## src/logic/sar_support.sv

```systemverilog
// ==========================================================================
// shared constants and types
// ==========================================================================
package sar_pkg;

    // result word geometry
    localparam int unsigned RESULT_WIDTH = 14;
    localparam logic [3:0]  MSB_INDEX    = 4'hd;
    localparam logic [3:0]  LSB_INDEX    = 4'h0;

    // clock and bit trial timing
    localparam int unsigned CLK_PERIOD_NS = 8;
    localparam int unsigned BIT_TIME_NS   = 24;
    localparam int unsigned BIT_CYCLES_INT =
        (BIT_TIME_NS + CLK_PERIOD_NS - 1) / CLK_PERIOD_NS;
    localparam int unsigned BIT_CNT_WIDTH = 2;
    localparam logic [BIT_CNT_WIDTH-1:0] BIT_CYCLES_LAST =
        BIT_CNT_WIDTH'(BIT_CYCLES_INT - 1);
    localparam logic [BIT_CNT_WIDTH-1:0] BIT_CNT_RESET = 2'h0;

    // least acquisition interval the host leaves between conversions
    localparam int unsigned ACQ_MIN_NS = 70;
    localparam int unsigned ACQ_MIN_CYCLES =
        (ACQ_MIN_NS + CLK_PERIOD_NS - 1) / CLK_PERIOD_NS;

    // reset values and the msb trial word
    localparam logic [RESULT_WIDTH-1:0] WORD_ZERO    = 14'h0000;
    localparam logic [RESULT_WIDTH-1:0] WORD_MSB_BIT = 14'h2000;
    localparam logic                    BUSY_N_IDLE  = 1'b1;
    localparam logic                    TRACK_ON     = 1'b1;
    localparam logic                    START_N_IDLE = 1'b1;

    // sequencer states
    typedef enum logic [1:0] {
        ST_ACQUIRE,
        ST_CLEAR,
        ST_TRIAL
    } conv_state_t;

endpackage

// ==========================================================================
// internal bit clock: one tick per bit trial while running
// ==========================================================================
module bit_tick_divider (
    input  wire logic sys_clk,
    input  wire logic rst_n,
    input  wire logic run,
    output logic      tick
);

    logic [sar_pkg::BIT_CNT_WIDTH-1:0] cnt_reg;
    logic [sar_pkg::BIT_CNT_WIDTH-1:0] cnt_next;
    logic                              tick_reg;
    logic                              tick_next;

    // count bit periods, restart whenever run drops
    always_comb begin
        cnt_next  = sar_pkg::BIT_CNT_RESET;
        tick_next = 1'b0;
        if (run) begin
            if (cnt_reg == sar_pkg::BIT_CYCLES_LAST) begin
                tick_next = 1'b1;
            end else begin
                cnt_next = cnt_reg + 1'b1;
            end
        end
    end

    // register counter and tick
    always_ff @(posedge sys_clk or negedge rst_n) begin
        if (!rst_n) begin
            cnt_reg  <= sar_pkg::BIT_CNT_RESET;
            tick_reg <= 1'b0;
        end else begin
            cnt_reg  <= cnt_next;
            tick_reg <= tick_next;
        end
    end

    assign tick = tick_reg & run;

endmodule

```

## src/logic/sar_conversion_sequencer.sv

```systemverilog
// Operation
// - a conversion starts only when the host asks for it on conversion_start_n.
// - conversion_start_n is active low and its falling edge starts a conversion.
// - the approximation register is cleared before the first bit trial.
// - start requests during a running conversion are ignored and never restart it.
// - busy_n is low while a conversion runs and high otherwise.
// - the 14-bit result is resolved one bit at a time from msb down to lsb.
// - at the end the finished approximation word is loaded into the output latches.
// - the latched word is the difference of the positive and negative inputs.
// - bit trials are timed by an internal clock, the host supplies none.
// - both inputs are captured at one common instant as conversion begins.
// - the acquire phase resumes at the end of each conversion.
// - result data is valid at the moment busy_n rises, within 20ns.
module sar_conversion_sequencer (
    input  wire logic                             sys_clk,
    input  wire logic                             rst_n,
    input  wire logic                             conversion_start_n,
    input  wire logic                             cmp_keep,
    output logic                                  busy_n,
    output logic [sar_pkg::RESULT_WIDTH-1:0]      result_data,
    output logic [sar_pkg::RESULT_WIDTH-1:0]      dac_code,
    output logic                                  track
);

    // ======================================================================
    // declarations
    // ======================================================================
    sar_pkg::conv_state_t                 state_reg;
    sar_pkg::conv_state_t                 state_next;
    logic [3:0]                           bit_idx_reg;
    logic [3:0]                           bit_idx_next;
    logic [sar_pkg::RESULT_WIDTH-1:0]     sar_reg;
    logic [sar_pkg::RESULT_WIDTH-1:0]     sar_next;
    logic [sar_pkg::RESULT_WIDTH-1:0]     result_reg;
    logic [sar_pkg::RESULT_WIDTH-1:0]     result_next;
    logic [sar_pkg::RESULT_WIDTH-1:0]     dac_code_reg;
    logic [sar_pkg::RESULT_WIDTH-1:0]     dac_code_next;
    logic                                 busy_n_reg;
    logic                                 busy_n_next;
    logic                                 track_reg;
    logic                                 track_next;
    logic                                 start_n_prev_reg;
    logic                                 start_n_prev_next;
    logic                                 start_fall;
    logic                                 trial_run;
    logic                                 bit_tick;
    logic [sar_pkg::RESULT_WIDTH-1:0]     trial_word;
    logic [sar_pkg::RESULT_WIDTH-1:0]     decided_word;
    logic                                 start_accept;
    logic                                 clear_phase;
    logic                                 last_bit;
    logic                                 conv_done;
    logic                                 bit_step;
    logic [3:0]                           lower_bit_idx;
    logic [sar_pkg::RESULT_WIDTH-1:0]     lower_trial_word;

    // ======================================================================
    // start edge detection
    // ======================================================================

    // remember last start level
    always_comb begin
        start_n_prev_next = conversion_start_n;
    end

    always_ff @(posedge sys_clk or negedge rst_n) begin
        if (!rst_n) begin
            start_n_prev_reg <= sar_pkg::START_N_IDLE;
        end else begin
            start_n_prev_reg <= start_n_prev_next;
        end
    end

    // high-to-low step of the start input
    assign start_fall = start_n_prev_reg & ~conversion_start_n;

    // ======================================================================
    // internal bit clock
    // ======================================================================

    // bit timing runs only in the trial phase, needs no host clock
    assign trial_run = (state_reg == sar_pkg::ST_TRIAL);

    bit_tick_divider u_bit_tick (
        .sys_clk (sys_clk),
        .rst_n   (rst_n),
        .run     (trial_run),
        .tick    (bit_tick)
    );

    // ======================================================================
    // bit trial arithmetic
    // ======================================================================

    // current trial: decided bits plus the bit under test
    assign trial_word = sar_reg | (sar_pkg::WORD_MSB_BIT >> (sar_pkg::MSB_INDEX - bit_idx_reg));

    // keep the trial bit when the held difference charge reaches the dac
    assign decided_word = cmp_keep ? trial_word : sar_reg;

    // ======================================================================
    // sequencer decode
    // ======================================================================

    // a start is taken only from acquire, edges while busy are dropped
    assign start_accept = (state_reg == sar_pkg::ST_ACQUIRE) & start_fall;

    // one cycle that empties the register before the msb trial
    assign clear_phase = (state_reg == sar_pkg::ST_CLEAR);

    // index on the lsb, the next tick ends the conversion
    assign last_bit = (bit_idx_reg == sar_pkg::LSB_INDEX);

    // a tick on the lsb finishes, any other tick steps one bit down
    assign conv_done = bit_tick & last_bit;
    assign bit_step  = bit_tick & ~last_bit;

    // next lower bit and its trial weight, used only on a step
    assign lower_bit_idx    = bit_idx_reg - 4'h1;
    assign lower_trial_word = sar_pkg::WORD_MSB_BIT >> (sar_pkg::MSB_INDEX - lower_bit_idx);

    // ======================================================================
    // conversion phase
    // ======================================================================

    // acquire, clear, then trials until the lsb tick
    always_comb begin
        state_next = state_reg;
        unique case (state_reg)
            sar_pkg::ST_ACQUIRE: begin
                // only a host edge leaves acquire
                if (start_fall) begin
                    state_next = sar_pkg::ST_CLEAR;
                end
            end
            sar_pkg::ST_CLEAR: begin
                // empty register, arm the msb trial
                state_next = sar_pkg::ST_TRIAL;
            end
            sar_pkg::ST_TRIAL: begin
                // start edges here are not looked at
                if (conv_done) begin
                    state_next = sar_pkg::ST_ACQUIRE;
                end
            end
        endcase
    end

    // register the phase
    always_ff @(posedge sys_clk or negedge rst_n) begin
        if (!rst_n) begin
            state_reg <= sar_pkg::ST_ACQUIRE;
        end else begin
            state_reg <= state_next;
        end
    end

    // ======================================================================
    // bit index
    // ======================================================================

    // msb armed in clear, one bit lower on each step
    always_comb begin
        bit_idx_next = bit_idx_reg;
        if (clear_phase) begin
            bit_idx_next = sar_pkg::MSB_INDEX;
        end else if (bit_step) begin
            bit_idx_next = lower_bit_idx;
        end
    end

    // register the bit index
    always_ff @(posedge sys_clk or negedge rst_n) begin
        if (!rst_n) begin
            bit_idx_reg <= sar_pkg::MSB_INDEX;
        end else begin
            bit_idx_reg <= bit_idx_next;
        end
    end

    // ======================================================================
    // approximation register
    // ======================================================================

    // cleared before the msb trial, then every decision is kept
    always_comb begin
        sar_next = sar_reg;
        if (clear_phase) begin
            sar_next = sar_pkg::WORD_ZERO;
        end else if (bit_tick) begin
            sar_next = decided_word;
        end
    end

    // register the approximation word
    always_ff @(posedge sys_clk or negedge rst_n) begin
        if (!rst_n) begin
            sar_reg <= sar_pkg::WORD_ZERO;
        end else begin
            sar_reg <= sar_next;
        end
    end

    // ======================================================================
    // dac trial word
    // ======================================================================

    // msb first, next lower bit goes on the dac right after each decision
    always_comb begin
        dac_code_next = dac_code_reg;
        if (clear_phase) begin
            dac_code_next = sar_pkg::WORD_MSB_BIT;
        end else if (conv_done) begin
            dac_code_next = sar_pkg::WORD_ZERO;
        end else if (bit_step) begin
            dac_code_next = decided_word | lower_trial_word;
        end
    end

    // register the dac word
    always_ff @(posedge sys_clk or negedge rst_n) begin
        if (!rst_n) begin
            dac_code_reg <= sar_pkg::WORD_ZERO;
        end else begin
            dac_code_reg <= dac_code_next;
        end
    end

    // ======================================================================
    // output latches
    // ======================================================================

    // hold until a conversion completes, no pipeline delay
    always_comb begin
        result_next = result_reg;
        if (conv_done) begin
            result_next = decided_word;
        end
    end

    // register the latched result
    always_ff @(posedge sys_clk or negedge rst_n) begin
        if (!rst_n) begin
            result_reg <= sar_pkg::WORD_ZERO;
        end else begin
            result_reg <= result_next;
        end
    end

    // ======================================================================
    // busy status
    // ======================================================================

    // low from the accepted start, high again with the latched word
    always_comb begin
        busy_n_next = busy_n_reg;
        if (start_accept) begin
            busy_n_next = 1'b0;
        end else if (conv_done) begin
            busy_n_next = sar_pkg::BUSY_N_IDLE;
        end
    end

    // register busy
    always_ff @(posedge sys_clk or negedge rst_n) begin
        if (!rst_n) begin
            busy_n_reg <= sar_pkg::BUSY_N_IDLE;
        end else begin
            busy_n_reg <= busy_n_next;
        end
    end

    // ======================================================================
    // sampling switch
    // ======================================================================

    // hold both inputs at the start, reconnect them at completion
    always_comb begin
        track_next = track_reg;
        if (start_accept) begin
            track_next = 1'b0;
        end else if (conv_done) begin
            track_next = sar_pkg::TRACK_ON;
        end
    end

    // register the switch control
    always_ff @(posedge sys_clk or negedge rst_n) begin
        if (!rst_n) begin
            track_reg <= sar_pkg::TRACK_ON;
        end else begin
            track_reg <= track_next;
        end
    end

    // ======================================================================
    // outputs, all straight from flip-flops
    // ======================================================================
    assign busy_n      = busy_n_reg;
    assign result_data = result_reg;   // bit 13 result_msb, bit 0 result_lsb
    assign dac_code    = dac_code_reg;
    assign track       = track_reg;

endmodule

```

## config.mk

```make
export PLATFORM = sky130hd
export DESIGN_NAME = sar_conversion_sequencer
export DESIGN_NICKNAME = d
export VERILOG_FILES = /design/src/logic/sar_support.sv /design/src/logic/sar_conversion_sequencer.sv
export SDC_FILE = /design/constraint.sdc
export NUM_CORES = 1
export LEC_CHECK = 0
export BUFFER_PORTS_ARGS = -buffer_cell sky130_fd_sc_hd__buf_2
export CAP_MARGIN = 20
export CORE_ASPECT_RATIO = 1.5
export CORE_UTILIZATION = 39
export CTS_CLUSTER_DIAMETER = 100
export DETAILED_ROUTE_END_ITERATION = 10
export GPL_TIMING_DRIVEN = 0
export PLACE_DENSITY_LB_ADDON = 0.2
export SYNTH_ARGS = -nofsm -noshare
export SYNTH_HDL_FRONTEND = slang
export SYNTH_SLANG_ARGS = --single-unit
export TNS_END_PERCENT = 30
```

## constraint.sdc

```tcl
create_clock -name sys_clk -period 2.2 [get_ports sys_clk]
set_clock_uncertainty 0.15 [all_clocks]
set_input_delay 0.44 -clock sys_clk [delete_from_list [all_inputs] [get_ports sys_clk]]
set_output_delay 0.44 -clock sys_clk [all_outputs]
set_load 0.005 [all_outputs]
```

# After elaboration in Yosys (flattened, before gate mapping)
# Index checks and enable logic that the tools add are counted.
# W data, S select, Z words.
# word_totals
ff_bits	53
in_bits	4
out_inout_bits	30
elab_cells	53
# op_classes
n_addsub	4
n_eq_ne	5
shifts	2
mux	17
n_bitwise	9
n_reduce_logical	7
# op_table
cell	n
$mux W14	6
$or A14 B14 Y14	2
$shr A14 B4 Y14 const A	2
$mux W2	4
$mux W4	2
$sub A4 B4 Y4 const A	2
$pmux W2 S3	1
$reduce_bool A2 Y1	3
$and A1 B1 Y1	5
$eq A2 B2 Y1 const B	2
$logic_not A4 Y1	1
$mux W1	4
$ne A2 B2 Y1 const B	2
$sub A4 B1 Y4 const B	1
$reduce_bool A3 Y1	1
$add A2 B1 Y2 const B	1
$eq A2 B1 Y1 const B	1
$logic_not A2 Y1	1
$not A1 Y1	2
$reduce_and A2 Y1	1

# Depth between registers and ports, before layout
# logic_depth
depth_word	8
depth_mapped	8
depth_no_buf	8

# Cells and area by module
# From an unflattened synthesis, not the netlist that was laid out.
# hier_totals
cells_unflattened	236
area_unflattened_um2	2503.7
# by_module_without_submodules
module	instances	cells_each	area_per_inst_um2	seq_area_each_um2
sar_conversion_sequencer	1	229	2392.3	1257.5
bit_tick_divider	1	7	111.4	75.1

# Worst setup path after synthesis
# Ideal clock, no wire load.
# synth_path
path_type	register to register
start	reg bit_idx_reg[0]
end	reg dac_code_reg (netlist bit dac_code[13])
setup_time_ns	0.126
arrival_ns	2.082
t_required_ns	1.924
path_slack_ns	-0.158
path_stages_with_launch	9
n_path_buf	0
period_less_slack_ns	2.358
cell_sequence	dfstp_2 > inv_1 > ha_1 > xor2_1 > ha_1 > xnor2_2 > xor2_2 > o21ai_0 > a221o_1
# synth_via
elab_chain_cells	8
# synth_rtl
item	line_no	source
from (decl)	sar_conversion_sequencer.sv:30	logic [3:0] bit_idx_reg;
from (signal assigned)	sar_conversion_sequencer.sv:175	bit_idx_reg <= sar_pkg::MSB_INDEX;
from (signal assigned)	sar_conversion_sequencer.sv:177	bit_idx_reg <= bit_idx_next;
branches (longest 8 deep; another with $sub A4 B1 Y4)	n/a	
to (signal assigned)	sar_conversion_sequencer.sv:223	dac_code_reg <= sar_pkg::WORD_ZERO;
to (signal assigned)	sar_conversion_sequencer.sv:225	dac_code_reg <= dac_code_next;
to (decl)	sar_conversion_sequencer.sv:36	logic [sar_pkg::RESULT_WIDTH-1:0] dac_code_reg;
# Several ways; the timed one is not identified. The select of a mux whose other input is x is not followed.
# A chain may end at the register's enable or synchronous reset.

# Final worst setup path
# Same ends and word-level chain as after synthesis.

==> reports/results.tsv <==
stage	metric	value	unit
clocking	Clock Tree Buf Depth	2	
placed_design	gpl congestion	0.840	
synthesis	number of library cell types mapped by synthesis	40	
clocking	CTS Buf Count	5	
synthesis	#FFs+latches synth	53	
synthesis	syn avg cell area	10.5	um^2
clocking	H-tree Lvls	2	
grt	largest net degree at the start of global routing	32	
clocking	CTS tree	built	
synthesis	share of the synthesized area in the top cell type	0.482	
timing	Hold Worst Slack	0.0810	ns
worst_hold_path	worst min-delay path class	in2reg	
timing	Final setup viols	4	
setup_path	startpoint class of the critical path	register	
worst_hold_path	min-delay src	conversion_start_n	
grt	Congestion Overflow GR	0	
die	Core Area	6170	um^2
clocking	Clk Tree Root Cell	clkbuf_8	
synthesis	area leader, netlist	dfrtp_1	
placed_design	placed insts	346	
cells_and_area	most common cell after layout, fill and taps aside	dfrtp_1	
timing	Slew Limit Fails	0	
die	number of I/O pins	34	
clocking	CTS clk-pin slew, worst paths	0.10	ns
route	routed vias	1929	
pwr	Leak	1.45	nW
timing	final worst slack	-0.0244	ns
setup_path	CP Capture Type	register	
setup_path	delay-heaviest family, CP	XOR/XNOR gates	
route	mean routed wirelength per cell	16.1	um
run	max-cap viol count	0	
grt	vias in the first global route	1885	
pwr	Gate power share	0.373	
route	Detail Route Antenna Nets	0	
die	die width	67.2	um
synthesis	Synth area leaders	dfrtp_1, ha_1, dfstp_2	
placed_design	DP Wirelength	4230	um
setup_path	Worst path slowest cell	dfstp_2	
timing	Slew @ Worst Pin	0.557	ns
synthesis	Synth Cell Area	2490	um^2
cells_and_area	fillers	585	
cells_and_area	commonest non-fill, non-tap cells in the layout	dfrtp_1, buf_2, nand2_1, o21ai_0, nor2_1	
setup_path	reg-to-reg startpoint	bit_idx_reg[0]	
timing	fmax	450	MHz
cells_and_area	FF/Latch Area	1330	um^2
synthesis	Synth Warn #	0	
route	drt pass-1 iters	4	
setup_path	critical path type	reg2reg	
route	via density per instance	5.33	
cells_and_area	final instance count without filler cells	362	
setup_path	CP most frequent cell	ha_4	
die	Initial Util	0.403	
pwr	Net Sw Power	991	uW
timing	RSZ-0062 raised after global routing	true	
route	First DRT Iteration DRCs	93	
timing	Slew HR	0.629	
timing	fin crit share	1.01	
die	die area	6710	um^2
setup_path	r2r endpoint	dac_code[13]	
grt	first-pass GRT wire length	9550	um
setup_path	Worst R2R Setup Slack	-0.02	ns
cells_and_area	post-route design area	3070	um^2
setup_path	Worst Path Max Fanout	3	
status	status	complete, but fails checks	
status	failing checks	negative setup slack	
synthesis	Seq/Total Area, Yosys	0.535	
pwr	part of the power in registers	0.414	
route	drt drc	0	
cells_and_area	Total Nets Final	303	
cells_and_area	layout cells sized above 1	0.309	
worst_hold_path	Hold EP	start_n_prev_reg	
setup_path	Critical Path RT	2.25	ns
setup_path	Max stage delay on crit path	0.56	ns
grt	number of antenna violations at the first check in global routing	0	
setup_path	cells on worst reg2reg path	8	
cells_and_area	Area growth syn-to-layout	23.1	%
setup_path	critical-path cell list	inv_4 > ha_4 > xor2_4 > ha_4 > xnor2_4 > xor2_2 > o21ai_1 > a221o_1	
die	std cell rows	35	
synthesis	Syn Nets	254	
clocking	Clk Latency, worst-skew pair	0.31	ns
pwr	Power Internal	1.71	mW
die	Die Ht	99.9	um
timing	Tmin final	2.22	ns
timing	final hold violation count	0	
route	Post-Route WL	5840	um
pwr	VDD IR max	0.000652	V
cells_and_area	Multi-input gate area	1190	um^2
clocking	clock sink total	53	
pwr	switching power share of the total	0.367	
cells_and_area	final core utilization	0.496	
setup_path	Buffers & Inverters on Critical Path	1	
synthesis	Syn Inst Count	238	
worst_hold_path	cell depth of the worst hold path	1	
grt	GRT Util Overall	0.191	
placed_design	Cell Area, Placed	2800	um^2
pwr	Clk pwr share	0.212	
setup_path	Arr. time, crit path	2.27	ns
cells_and_area	ANT cells	0	
pwr	pwr/cell area	880	nW/um^2
pwr	Tot Pwr	2.70	mW
placed_design	Port Buffers	33	
==> kinds of logic (layout without fill, tap and decap cells) <==
logic type,count (synthesis),in the layout,synth area share
AO/OA/AOI/OAI,70,70,0.179
XOR/XNOR,8,8,0.0402
adder cells (fa/ha/maj),12,12,0.0603
buffers and inverters,23,73,0.0402
flip-flops,53,53,0.535
multiplexers,4,4,0.0186
AND/OR/NAND/NOR,68,68,0.127
==> layout make-up <==
| cell class | count | share of cell area |
|---|---|---|
| well taps | 74 | 0.0302 |
| inverters | 7 | 0.00939 |
| repair buffers | 43 | 0.0833 |
| clock inverters | 3 | 0.00694 |
| clock buffers | 5 | 0.0224 |
| plain buffers | 15 | 0.0241 |
| flip-flops and latches | 53 | 0.435 |
| multi-input cells | 162 | 0.389 |
==> power groups by stage <==
stage	logic [mW]	registers, mW	clock network, mW
2_1_floorplan	0.572	1.13	0
3_3_place_gp	0.798	1.14	0
3_5_place_dp	0.816	1.14	0
4_1_cts	0.929	1.12	0.587
5_1_grt	1.09	1.13	0.626
6_report	1.01	1.12	0.573
==> through the flow <==
step / setup slack (ns) / TNS, ns
floorplan: -0.0101 / -0.0101
global placement: -0.258 / -1.74
detailed placement: -0.220 / -1.74
CTS: -0.0195 / -0.0279
global route: -0.0911 / -0.538
finish: -0.0244 / -0.0658
==> synthesized netlist by cell type <==
library cell  number
buf_4              1
xnor2_1            3
o221ai_1           3
nand2_2            1
a21oi_1            9
mux2_4             1
a31o_2             1
a41oi_1            2
a2bb2oi_1          2
nand2_1           30
mux2i_1            2
a22o_1             8
a21boi_2           1
clkbuf_2           1
ha_1              12
buf_2              1
xor2_1             2
and3b_1            1
clkbuf_1          12
a31oi_1           17
and3_1             3
inv_1              7
nor3b_4            1
or3_1              2
mux2_2             1
dfstp_2            5
xor2_2             1
buf_6              1
nor2_1            18
a221o_1            1
nor3b_1            1
a21o_1             1
nor2b_1            1
o21ai_0           25
and2_1             3
xnor2_2            1
nand2b_1           2
xor3_1             1
dfrtp_1           48
nor3_1             5
==> timing repair <==
| item | CTS | global route |
|---|---|---|
| endpoints found under the hold margin | 18 | 0 |
| hold buffers | 1 | 0 |
| resized for setup | 9 | 20 |
| buffers inserted | 5 | 3 |
| pin swaps | 2 | 8 |
| setup endpoints to repair | 19 | 31 |
==> worst max-delay path by stage <==
| stage | start | end | slack [ns] | depth (start not counted) |
|---|---|---|---|---|
| 6_report | bit_idx_reg[0] | dac_code[13] | -0.02 | 8 |
| 4_1_cts | bit_idx_reg[0] | dac_code[10] | -0.02 | 9 |
| 2_1_floorplan | bit_idx_reg[0] | dac_code[13] | -0.01 | 8 |
| 3_3_place_gp | bit_idx_reg[2] | dac_code[13] | -0.26 | 7 |
| 3_5_place_dp | bit_idx_reg[2] | dac_code[13] | -0.22 | 7 |
| 5_1_grt | bit_idx_reg[0] | dac_code[10] | -0.09 | 9 |
==> layer usage <==
metal,GRT usage,up-vias,wire [um]
met3,0.0261,13,199
met5,0,-,0
met4,0.0900,0,178
met2,0.333,56,3030
li1,-,931,-
met1,0.225,929,2430
(Power assumes the default switching activity.)
